===== config.mk =====
export PLATFORM = sky130hd
export DESIGN_NAME = asbd_serial_regs
export DESIGN_NICKNAME = d
export VERILOG_FILES = /design/src/hdl/asbd_pkg.sv /design/src/hdl/asbd_serial_regs.sv
export SDC_FILE = /design/constraint.sdc
export NUM_CORES = 1
export LEC_CHECK = 0
export BUFFER_PORTS_ARGS = -buffer_cell sky130_fd_sc_hd__buf_2
export CAP_MARGIN = 15
export CORE_AREA = 5 5 97 166
export CTS_BUF_LIST = sky130_fd_sc_hd__clkbuf_8
export DETAILED_ROUTE_END_ITERATION = 12
export DIE_AREA = 0 0 102 171
export PLACE_DENSITY = 0.93
export SKIP_CTS_REPAIR_TIMING = 1
export SLEW_MARGIN = 20
export SYNTH_ARGS = -nofsm -noshare
export SYNTH_HDL_FRONTEND = slang
export SYNTH_SLANG_ARGS = --single-unit
export TNS_END_PERCENT = 50

===== constraint.sdc =====
create_clock -name i_clk -period 9.4 [get_ports i_clk]
set_input_delay 0.47 -clock i_clk [delete_from_list [all_inputs] [get_ports i_clk]]
set_output_delay 0.47 -clock i_clk [all_outputs]
set_load 0.01 [all_outputs]

===== src/hdl/asbd_pkg.sv =====
/*
 * Constants, register map and state type for the serial baud/data register block.
 * Assumes a 32-bit APB host. Registers sit at index*4; the bus clock is the baud source.
 */
package asbd_pkg;

	// ----------------------------------------------------------------
	// Register indices (byte address is index times four)
	// ----------------------------------------------------------------
	localparam int unsigned ADDR_W = 12;
	localparam logic [9:0] IDX_STATUS = 10'h050;
	localparam logic [9:0] IDX_DATA = 10'h051;
	localparam logic [9:0] IDX_BRR = 10'h052;
	localparam logic [9:0] IDX_CR1 = 10'h053;
	localparam logic [9:0] IDX_CR2 = 10'h054;
	localparam logic [9:0] IDX_RX_EXT = 10'h055;
	localparam logic [9:0] IDX_TX_EXT = 10'h057;
	localparam logic [9:0] IDX_IRQ_STAT = 10'h058;
	localparam logic [9:0] IDX_IRQ_MASK = 10'h059;

	// ----------------------------------------------------------------
	// Field positions
	// ----------------------------------------------------------------
	localparam int unsigned ST_TX_EMPTY_FLAG = 7;
	localparam int unsigned ST_TC = 6;
	localparam int unsigned ST_RX_READY_FLAG = 5;
	localparam int unsigned ST_IDLE = 4;
	localparam int unsigned ST_OVR = 3;
	localparam int unsigned ST_NF = 2;
	localparam int unsigned ST_FE = 1;
	localparam int unsigned ST_PE = 0;
	localparam int unsigned BRR_PR_LSB = 6;
	localparam int unsigned BRR_TR_LSB = 3;
	localparam int unsigned BRR_RR_LSB = 0;
	localparam int unsigned CR1_SCID = 5;
	localparam int unsigned IRQ_RX = 0;
	localparam int unsigned IRQ_TXE = 1;
	localparam int unsigned IRQ_OVR = 2;
	localparam int unsigned IRQ_TC = 3;
	localparam int unsigned IRQ_W = 4;
	localparam int unsigned DIR_RX = 0;
	localparam int unsigned DIR_TX = 1;
	localparam int unsigned PRE_W = 11;

	// ----------------------------------------------------------------
	// Values
	// ----------------------------------------------------------------
	localparam logic [7:0] STATUS_RST = 8'hC0;
	localparam logic [7:0] REG_RST = 8'h00;
	localparam logic [7:0] CR1_WMASK = 8'h7F;
	localparam logic [5:0] RX_FLAGS = 6'h3F;
	localparam logic [3:0] PR_FACT_0 = 4'h1;
	localparam logic [3:0] PR_FACT_1 = 4'h3;
	localparam logic [3:0] PR_FACT_2 = 4'h4;
	localparam logic [3:0] PR_FACT_3 = 4'hD;
	localparam logic [3:0] CNT16_LAST = 4'hF;

	typedef struct packed {
		logic [7:0] status;
		logic [7:0] tx_holding_reg;
		logic [7:0] rx_holding_reg;
		logic [7:0] brr;
		logic [7:0] cr1;
		logic [7:0] cr2;
		logic [1:0][7:0] ext;
		logic seq_armed;
		logic [1:0][PRE_W-1:0] pre_cnt;
		logic [1:0][3:0] cnt16;
		logic [1:0][7:0] ext_cnt;
		logic [1:0] rate_tick;
		logic [1:0] bit_tick;
		logic [IRQ_W-1:0] irq_st;
		logic [IRQ_W-1:0] irq_mask;
		logic irq;
		logic pready;
		logic pslverr;
		logic [31:0] prdata;
	} asbd_state_s;

	localparam asbd_state_s STATE_RST = '{status: STATUS_RST, default: '0};

endpackage : asbd_pkg


===== src/hdl/asbd_serial_regs.sv =====
/*
 * Data holding registers, baud rate generator and status flags of an
 * asynchronous serial transceiver, reached over APB.
 * Assumes shift engines on the same clock: they take the transmit byte,
 * deliver received bytes and use the rate and bit ticks.
 */
// Chosen here: the APB register port.
// Notes on behaviour
// - One data address: writes fill transmit holding, reads return receive holding.
// - Transmit holding byte goes in parallel to the output shift register.
// - Receive holding takes each assembled byte in parallel for bus reads, unless the ready flag is still set (overrun keeps the held byte).
// - Coarse prescaler code 00,01,10,11 divides by 1, 3, 4, 13.
// - Transmit divisor code selects 1 to 128, doubling per step.
// - Conventional transmit rate clock is bus clock over prescaler times divisor.
// - Receive divisor uses same table, independent from transmit.
// - Non-zero extended prescaler selects extended generation; zero keeps conventional.
// - Extended mode divides the divide-by-16 output by the value, 1 to 255.
// - Receive extended prescaler affects only receive rate.
// - Transmit extended prescaler affects only transmit rate.
// - Both extended prescalers are zero after reset.
// - Receive flags clear only by status access (read or write) followed by data read.

`timescale 1ns/1ps
`default_nettype none

module asbd_serial_regs (
	// Clock and reset
	input wire logic i_clk,
	input wire logic i_rst,
	// APB slave
	input wire logic i_psel,
	input wire logic i_penable,
	input wire logic i_pwrite,
	input wire logic [asbd_pkg::ADDR_W-1:0] i_paddr,
	input wire logic [31:0] i_pwdata,
	output logic [31:0] o_prdata,
	output logic o_pready,
	output logic o_pslverr,
	// Transmit engine side
	output logic [7:0] o_tx_data,
	output logic o_tx_empty,
	input wire logic i_tx_taken,
	input wire logic i_tx_done,
	// Receive engine side
	input wire logic i_rx_valid,
	input wire logic [7:0] i_rx_data,
	input wire logic i_rx_noise,
	input wire logic i_rx_frame_err,
	input wire logic i_rx_parity_err,
	input wire logic i_rx_idle,
	// Rate ticks
	output logic o_rx_rate_tick,
	output logic o_rx_bit_tick,
	output logic o_tx_rate_tick,
	output logic o_tx_bit_tick,
	// Control to engines and interrupt
	output logic [7:0] o_ctrl_one,
	output logic [7:0] o_ctrl_two,
	output logic o_irq
);

	// ----------------------------------------------------------------
	// Decoding helpers
	// ----------------------------------------------------------------
	function automatic logic [3:0] pr_factor(input logic [1:0] code);
		logic [3:0] f;
		unique case (code)
			2'b00: f = asbd_pkg::PR_FACT_0;
			2'b01: f = asbd_pkg::PR_FACT_1;
			2'b10: f = asbd_pkg::PR_FACT_2;
			default: f = asbd_pkg::PR_FACT_3;
		endcase
		return f;
	endfunction : pr_factor

	// Last count of the pre-divider: prescale factor times two to the code, minus one
	function automatic logic [asbd_pkg::PRE_W-1:0] div_limit(input logic [1:0] pr,
			input logic [2:0] div);
		logic [asbd_pkg::PRE_W-1:0] p;
		p = {7'h00, pr_factor(pr)} << div;
		return p - 11'h001;
	endfunction : div_limit

	function automatic logic is_mapped(input logic [asbd_pkg::ADDR_W-1:0] a);
		logic [9:0] idx;
		idx = a[11:2];
		return (a[1:0] == 2'b00) && (idx == asbd_pkg::IDX_STATUS || idx == asbd_pkg::IDX_DATA
			|| idx == asbd_pkg::IDX_BRR || idx == asbd_pkg::IDX_CR1
			|| idx == asbd_pkg::IDX_CR2 || idx == asbd_pkg::IDX_RX_EXT
			|| idx == asbd_pkg::IDX_TX_EXT || idx == asbd_pkg::IDX_IRQ_STAT
			|| idx == asbd_pkg::IDX_IRQ_MASK);
	endfunction : is_mapped

	function automatic logic [7:0] read_mux(input asbd_pkg::asbd_state_s s,
			input logic [9:0] idx);
		logic [7:0] v;
		v = 8'h00;
		if (idx == asbd_pkg::IDX_STATUS)
			v = s.status;
		else if (idx == asbd_pkg::IDX_DATA)
			v = s.rx_holding_reg;
		else if (idx == asbd_pkg::IDX_BRR)
			v = s.brr;
		else if (idx == asbd_pkg::IDX_CR1)
			v = s.cr1;
		else if (idx == asbd_pkg::IDX_CR2)
			v = s.cr2;
		else if (idx == asbd_pkg::IDX_RX_EXT)
			v = s.ext[asbd_pkg::DIR_RX];
		else if (idx == asbd_pkg::IDX_TX_EXT)
			v = s.ext[asbd_pkg::DIR_TX];
		else if (idx == asbd_pkg::IDX_IRQ_STAT)
			v = {4'h0, s.irq_st};
		else if (idx == asbd_pkg::IDX_IRQ_MASK)
			v = {4'h0, s.irq_mask};
		return v;
	endfunction : read_mux

	// ----------------------------------------------------------------
	// State
	// ----------------------------------------------------------------
	asbd_pkg::asbd_state_s q;
	asbd_pkg::asbd_state_s d;
	logic [9:0] idx;
	logic mapped;
	logic setup;
	logic access;
	logic wr;
	logic rd;

	assign idx = i_paddr[11:2];
	assign mapped = is_mapped(i_paddr);
	assign setup = i_psel && !i_penable;
	assign access = i_psel && i_penable && q.pready;
	assign wr = access && i_pwrite && mapped;
	assign rd = access && !i_pwrite && mapped;

	always_comb
	begin
		logic [asbd_pkg::PRE_W-1:0] lim;
		logic [2:0] dcode;
		lim = '0;
		dcode = 3'h0;
		d = q;
		d.rate_tick = 2'b00;
		d.bit_tick = 2'b00;
		d.pready = 1'b0;
		d.pslverr = 1'b0;
		d.prdata = 32'h00000000;

		// ------------------------------------------------------------
		// APB answer: ready one cycle after setup, so no wait states
		// ------------------------------------------------------------
		if (setup)
		begin
			d.pready = 1'b1;
			d.pslverr = !mapped;
			if (!i_pwrite && mapped)
				d.prdata = {24'h000000, read_mux(q, idx)};
		end

		// ------------------------------------------------------------
		// Baud generation, one chain per direction
		// ------------------------------------------------------------
		for (int k = 0; k < 2; k++)
		begin
			dcode = (k == asbd_pkg::DIR_RX) ? q.brr[asbd_pkg::BRR_RR_LSB +: 3]
				: q.brr[asbd_pkg::BRR_TR_LSB +: 3];
			lim = div_limit(q.brr[asbd_pkg::BRR_PR_LSB +: 2], dcode);
			if (q.cr1[asbd_pkg::CR1_SCID])
			begin
				// Low power: prescaler counters cleared and held at zero
				d.pre_cnt[k] = '0;
				d.cnt16[k] = 4'h0;
				d.ext_cnt[k] = 8'h00;
			end
			// Greater-or-equal so a lowered divisor cannot strand the counter
			else if (q.pre_cnt[k] >= lim)
			begin
				d.pre_cnt[k] = '0;
				d.rate_tick[k] = 1'b1;
				d.cnt16[k] = q.cnt16[k] + 4'h1;
				if (q.cnt16[k] == asbd_pkg::CNT16_LAST)
				begin
					if (q.ext[k] == 8'h00)
						d.bit_tick[k] = 1'b1;
					else if (q.ext_cnt[k] >= q.ext[k] - 8'h01)
					begin
						d.ext_cnt[k] = 8'h00;
						d.bit_tick[k] = 1'b1;
					end
					else
						d.ext_cnt[k] = q.ext_cnt[k] + 8'h01;
				end
			end
			else
				d.pre_cnt[k] = q.pre_cnt[k] + 11'h001;
		end

		// ------------------------------------------------------------
		// Transmit holding register
		// ------------------------------------------------------------
		if (i_tx_taken && !q.status[asbd_pkg::ST_TX_EMPTY_FLAG])
			d.status[asbd_pkg::ST_TX_EMPTY_FLAG] = 1'b1;

		// ------------------------------------------------------------
		// Register writes and read side effects
		// ------------------------------------------------------------
		if (access && mapped && idx == asbd_pkg::IDX_STATUS)
			d.seq_armed = 1'b1;
		if (wr)
		begin
			if (idx == asbd_pkg::IDX_DATA)
			begin
				d.tx_holding_reg = i_pwdata[7:0];
				d.status[asbd_pkg::ST_TX_EMPTY_FLAG] = 1'b0;
				if (q.seq_armed)
					d.status[asbd_pkg::ST_TC] = 1'b0;
				d.seq_armed = 1'b0;
			end
			else if (idx == asbd_pkg::IDX_BRR)
				d.brr = i_pwdata[7:0];
			else if (idx == asbd_pkg::IDX_CR1)
				d.cr1 = (q.cr1 & ~asbd_pkg::CR1_WMASK) | (i_pwdata[7:0] & asbd_pkg::CR1_WMASK);
			else if (idx == asbd_pkg::IDX_CR2)
				d.cr2 = i_pwdata[7:0];
			else if (idx == asbd_pkg::IDX_RX_EXT)
				d.ext[asbd_pkg::DIR_RX] = i_pwdata[7:0];
			else if (idx == asbd_pkg::IDX_TX_EXT)
				d.ext[asbd_pkg::DIR_TX] = i_pwdata[7:0];
			else if (idx == asbd_pkg::IDX_IRQ_STAT)
				d.irq_st = q.irq_st & ~i_pwdata[asbd_pkg::IRQ_W-1:0];
			else if (idx == asbd_pkg::IDX_IRQ_MASK)
				d.irq_mask = i_pwdata[asbd_pkg::IRQ_W-1:0];
		end
		if (rd && idx == asbd_pkg::IDX_DATA)
		begin
			if (q.seq_armed)
				d.status[5:0] = q.status[5:0] & ~asbd_pkg::RX_FLAGS;
			d.seq_armed = 1'b0;
		end

		// ------------------------------------------------------------
		// Hardware sets come last so they win over a clear
		// ------------------------------------------------------------
		if (i_rx_valid)
		begin
			if (d.status[asbd_pkg::ST_RX_READY_FLAG])
			begin
				// Held byte kept; a frame error on this byte is not reported
				d.status[asbd_pkg::ST_OVR] = 1'b1;
				d.irq_st[asbd_pkg::IRQ_OVR] = 1'b1;
			end
			else
			begin
				d.rx_holding_reg = i_rx_data;
				d.status[asbd_pkg::ST_RX_READY_FLAG] = 1'b1;
				d.status[asbd_pkg::ST_NF] = d.status[asbd_pkg::ST_NF] | i_rx_noise;
				d.status[asbd_pkg::ST_FE] = d.status[asbd_pkg::ST_FE] | i_rx_frame_err;
				d.status[asbd_pkg::ST_PE] = d.status[asbd_pkg::ST_PE] | i_rx_parity_err;
				d.irq_st[asbd_pkg::IRQ_RX] = 1'b1;
			end
		end
		// Emptied event must beat a same-cycle write-one clear of its bit
		if (i_tx_taken && !q.status[asbd_pkg::ST_TX_EMPTY_FLAG])
			d.irq_st[asbd_pkg::IRQ_TXE] = 1'b1;
		if (i_rx_idle)
			d.status[asbd_pkg::ST_IDLE] = 1'b1;
		if (i_tx_done)
		begin
			d.status[asbd_pkg::ST_TC] = 1'b1;
			d.irq_st[asbd_pkg::IRQ_TC] = 1'b1;
		end
		d.irq = |(d.irq_st & d.irq_mask);
	end

	always_ff @(posedge i_clk or posedge i_rst)
	begin
		if (i_rst)
			q <= asbd_pkg::STATE_RST;
		else
			q <= d;
	end

	// ----------------------------------------------------------------
	// Outputs
	// ----------------------------------------------------------------
	assign o_prdata = q.prdata;
	assign o_pready = q.pready;
	assign o_pslverr = q.pslverr;
	assign o_tx_data = q.tx_holding_reg;
	assign o_tx_empty = q.status[asbd_pkg::ST_TX_EMPTY_FLAG];
	assign o_rx_rate_tick = q.rate_tick[asbd_pkg::DIR_RX];
	assign o_rx_bit_tick = q.bit_tick[asbd_pkg::DIR_RX];
	assign o_tx_rate_tick = q.rate_tick[asbd_pkg::DIR_TX];
	assign o_tx_bit_tick = q.bit_tick[asbd_pkg::DIR_TX];
	assign o_ctrl_one = q.cr1;
	assign o_ctrl_two = q.cr2;
	assign o_irq = q.irq;
endmodule : asbd_serial_regs

`default_nettype wire


== Yosys cells after proc, flatten, opt, wreduce, memory -nomap -nowiden ==
Cells that the tools add are included.
Storage, ports and cells
  flip-flop bits (word level): 158
  input port bits: 64
  output and inout port bits: 64
  logic and storage cells: 195
Cells by class
  $add $sub $neg: 10
  order comparisons: 4
  equality and inequality tests: 15
  shifts and indexed selects: 2
  mux-type cells: 76
  bitwise gates (word level): 13
  reduce and logical (&&, ||, !) cells: 50
Operators with widths (count)
  $mux W8: 25
  $eq A10 B7 Y1 const B: 9
  $mux W11: 4
  $mux W4: 10
  $mux W34: 1
  $mux W1: 30
  $add A11 B1 Y11 const B: 2
  $ge A11 B11 Y1: 2
  $shl A4 B3 Y11: 2
  $sub A11 B1 Y11 const B: 2
  $reduce_bool A2 Y1: 9
  $add A8 B1 Y8 const B: 2
  $ge A8 B8 Y1: 2
  $logic_not A8 Y1: 2
  $sub A8 B1 Y8 const B: 2
  $logic_and A1 B1 Y1: 13
  $mux W6: 2
  $pmux W4 S3: 1
  $reduce_and A3 Y1: 4
  $add A4 B1 Y4 const B: 2
  $and A4 B4 Y4: 2
  $eq A4 B4 Y1 const B: 2
  $logic_or A1 B1 Y1: 8
  $or A8 B7 Y8: 1
  other kinds (16): 31

== Depth between registers and ports, before layout ==
  depth after elaboration: 17
  depth in mapped cells: 21
  mapped depth without buffers: 17

== Least setup slack after synthesis ==
Ideal clock, no wire load.
  path type: flip-flop to flip-flop
  from: reg q[133] in the netlist's numbering
  to: reg q[84] in the netlist's numbering
  setup time: 0.072 ns
  arrival time: 3.837 ns
  data required time: 9.328 ns
  slack: 5.491 ns
  cell stages (with the launch flop): 20
  buffers on the path: 5
  period minus slack after synthesis: 3.909 ns
  cells stage by stage: dfrtp_1 > clkbuf_1 > clkbuf_1 > clkbuf_1 > o21ai_0 > nand2_1 > ha_1 > clkbuf_1 > nor2_1 > a31oi_1 > o21ai_0 > a21oi_1 > ha_1 > a211oi_1 > o211ai_1 > a21oi_1 > nor2_1 > or2_2 > clkbuf_1 > nor2_1
RTL lines
  start: declaration: line asbd_serial_regs.sv:122  | asbd_pkg::asbd_state_s q;
  start signal: assignment: line asbd_serial_regs.sv:280  | q <= asbd_pkg::STATE_RST;

== Final worst setup path ==
  from: reg q[132] in the netlist's numbering
  to: reg q[54] in the netlist's numbering
On the way
  cells in the longest elaborated chain, start to end: 7
  elaborated cells on any way between the ends: 9
  classes of those cells: 1 x add/sub; 1 x order compare; 2 x eq/ne; 1 x shift; 1 x mux; 3 x reduce/logical
Ends and longest elaborated chain
  $eq A2 B2 Y1 (tied with other cells): line asbd_serial_regs.sv:67  | unique case (code)
  $pmux W4 S3 *: line asbd_serial_regs.sv:67
  $shl A4 B3 Y11 *: line asbd_serial_regs.sv:80  | p = {7'h00, pr_factor(pr)} << div;
  $sub A11 B1 Y11 *: line asbd_serial_regs.sv:81  | return p - 11'h001;
  $ge A11 B11 Y1 *: line asbd_serial_regs.sv:178  | else if (q.pre_cnt[k] >= lim)
  $reduce_bool A2 Y1 (no line) *
  $reduce_and A3 Y1 (no line) *
Mark *: on every way between the ends. The rest lies on a longest branch, timed or not.
A chain may end at the register's enable or synchronous reset.

==> flow_summary.json <==
{
  "avgViaCountPerCell": 6.335,
  "clk_pin_slew_ps": 90,
  "ir_drop_uv": 119.0,
  "hold_violations": 0,
  "whs_ps": 114.6,
  "finalNetCount": 1043,
  "yosys_warnings": 0,
  "grt_most_used_layer": "met2",
  "critPathMaxFanout": 26,
  "final_area_um2": 9102,
  "critPathRequiredTime_ps": 9780,
  "grt_max_degree": 76,
  "regArea_um2": 3331,
  "synth_cell_types": 74,
  "synth_fa_ha_area_share_pct": 7.026,
  "skew_ps": 10.10,
  "grt_pass1_wl_um": 34470,
  "coreArea_um2": 14690,
  "rows": 59,
  "synth_mux_area_share_pct": 7.772,
  "synth_top_family_by_area": "simple AND/OR/NAND/NOR gates",
  "io_buffers": 78,
  "die_area_um2": 17440,
  "dieWidth_um": 102,
  "cp-start-kind": "register",
  "ys_ff_latch": 133,
  "antenna_found_initial": 1,
  "ys_async_sr_fraction_pct": 100.0,
  "grtUsageMet3_pct": 4.978,
  "cts_sinks": 133,
  "synth-main-ff-cell": "dfrtp_1",
  "drive_gt1_share_pct": 21.29,
  "ctsRootBufferMaster": "clkbuf_8",
  "rr_worst_depth": 17,
  "synth_xor_area_share_pct": 3.893,
  "cts_max_level": 4,
  "cp.arrival_ps": 5370,
  "tns_ps": 0,
  "start_util_pct": 58.19,
  "gp_congestion": 0.9224,
  "vias": 7146,
  "grt_use_total_pct": 24.96,
  "r2r-start": "q[132]",
  "use_met2_pct": 44.29,
  "power.total_mw": 1.278,
  "path_cells": "nand2b_1 -> nand2_1 -> a211o_1 -> ha_1 -> nor3b_1 -> a31oi_1 -> nor2_1 -> a211oi_1 -> a31oi_1 -> nor2_1 -> ha_1 -> nand4_1 -> nor3_1 -> a211oi_1 -> a21oi_1 -> a21o_1 -> o211ai_1",
  "area_growth_pct": 6.484,
  "fp.dieH_um": 171,
  "slowest_delay_ps": 860,
  "crit_slowest_cell": "dfrtp_1",
  "period_minus_slack_ps": 4997,
  "dp_hpwl_um": 15180,
  "numCtsBuffers": 17,
  "r2r_end": "q[54]",
  "synth_compound_area_share_pct": 15.28,
  "crit_start": "q[132]",
  "postRouteAntennaNets": 0,
  "regToRegSetupSlack_ps": 4400,
  "ctsLongestPathBuffers": 2,
  "avgSynthCellArea_um2": 9.466,
  "io_pins": 128,
  "seq_area_frac_synth_pct": 38.96,
  "cp_top_family": "compound AO/OA/AOI/OAI gates",
  "synth_edf_count": 0,
  "crit_buf_inv": 0,
  "synthSimpleGateAreaFrac_pct": 18.63,
  "netlist_instances": 903,
  "power.leakage_nw": 4.417,
  "slew_headroom_pct": 36.19,
  "cts_tree": "done",
  "fin_crit_sh_pct": 53.16,
  "max_freq_ghz": 0.2001,
  "p_per_area_nw_per_um2": 140.5,
  "grt_overflow": 0,
  "route.detailed.drc": 0,
  "syn-cell-area_um2": 8548,
  "final_common_cell": "dfrtp_1",
  "drt_iter0_drc": 552,
  "fillCellCount": 1078,
  "dpl-instance-area_um2": 8696,
  "finalSetupViolCount": 0,
  "tightest_slew_ps": 957.1,
  "layout_common_cells": "dfrtp_1 (131), nor2_1 (90), buf_2 (78)",
  "utilization_pct": 61.96,
  "rsz0062_at_grt": "no",
  "slew_violations": 0,
  "grtUsageMet1_pct": 26.48,
  "hp-class": "primary input to async pin",
  "firstDrtPassIters": 7,
  "path_class": "register to register",
  "multi_input_area_um2": 4591,
  "clk_latency_ps": 460,
  "grt_pass1_vias": 7099,
  "drt-total-wl_um": 21350,
  "status": "complete, no violations",
  "critPathCaptureType": "register",
  "wl_per_cell_um": 18.93,
  "cap_violations": 0
}
## where the power goes
group          internal [mW]  leakage, nW  switching (mW)
Clock                  0.243        0.205           0.255
Sequential             0.599         1.75          0.0303
Combinational         0.0556         2.47          0.0953
## how the worst max path moves through the flow
stage | end | slack, ps | cells after the start
after floorplan | o_ctrl_one[0] | 5380 | 1
after global placement | q[51] | 4600 | 16
after detailed placement | q[54] | 4500 | 17
after CTS | q[54] | 4430 | 17
after global routing | q[48] | 3990 | 17
final | q[54] | 4400 | 17
## stage by stage
step	setup slack, ps	instances
2_1_floorplan	5379	927
3_3_place_gp	4601	1095
3_5_place_dp	4499	1095
4_1_cts	4432	1127
5_1_grt	3988	1128
6_report	4403	1128
## area by class of cell
| cell class | instances | share of cell area (%) |
|---|---|---|
| flip-flops and latches | 133 | 36.59 |
| repair buffers | 81 | 4.536 |
| clock inverters | 15 | 1.869 |
| multi-input cells | 664 | 50.43 |
| inverters | 34 | 1.457 |
| clock buffers | 17 | 2.570 |
| well taps | 183 | 2.515 |
| diodes | 1 | 0.02749 |
## synth_stat cells (7+ instances only)
library cell	n	share of area, %
mux2_2	51	6.7
nor2_1	90	4.0
inv_1	34	1.5
mux2i_1	9	1.1
clkbuf_1	31	1.4
o211ai_1	13	1.1
dfrtp_1	131	38
a21oi_1	37	2.2
o21ai_0	44	2.6
nand2b_1	12	0.88
nand3_1	45	2.6
and3_1	12	0.88
a31oi_1	17	1.2
a21o_1	7	0.61
a22oi_1	8	0.70
buf_4	56	4.9
a211oi_1	13	1.1
nor2b_1	8	0.59
ha_1	48	7.0
xor2_1	20	2.0
nor3_1	14	0.82
nand4_1	12	0.88
xnor2_1	18	1.8
nand2_1	63	2.8
## cell families (layout without fill, tap and decap cells)
family                   after synthesis  in the layout
other                                  1             26
adder cells (fa/ha/maj)               48             48
buffers and inverters                130            147
multiplexers                          60             60
flip-flops                           133            133
AND/OR/NAND/NOR                      302            302
XOR/XNOR                              38             38
AO/OA/AOI/OAI                        191            191
## flip-flops by register name (all words and copies together), names as in the netlist
register,flops
o_tx_empty,1
o_rx_rate_tick,1
o_tx_data,8
o_ctrl_one,7
o_pslverr,1
o_tx_rate_tick,1
o_ctrl_two,8
o_tx_bit_tick,1
o_rx_bit_tick,1
q,94
o_prdata,8
o_irq,1
o_pready,1
## routing by layer
layer / share of wire (%) / up-vias
li1: - / 3223
met1: 35 / 3482
met2: 53 / 337
met3: 5.5 / 104
met4: 6.0 / 0
met5: 0 / -
Power figures use the tool's default switching activity.
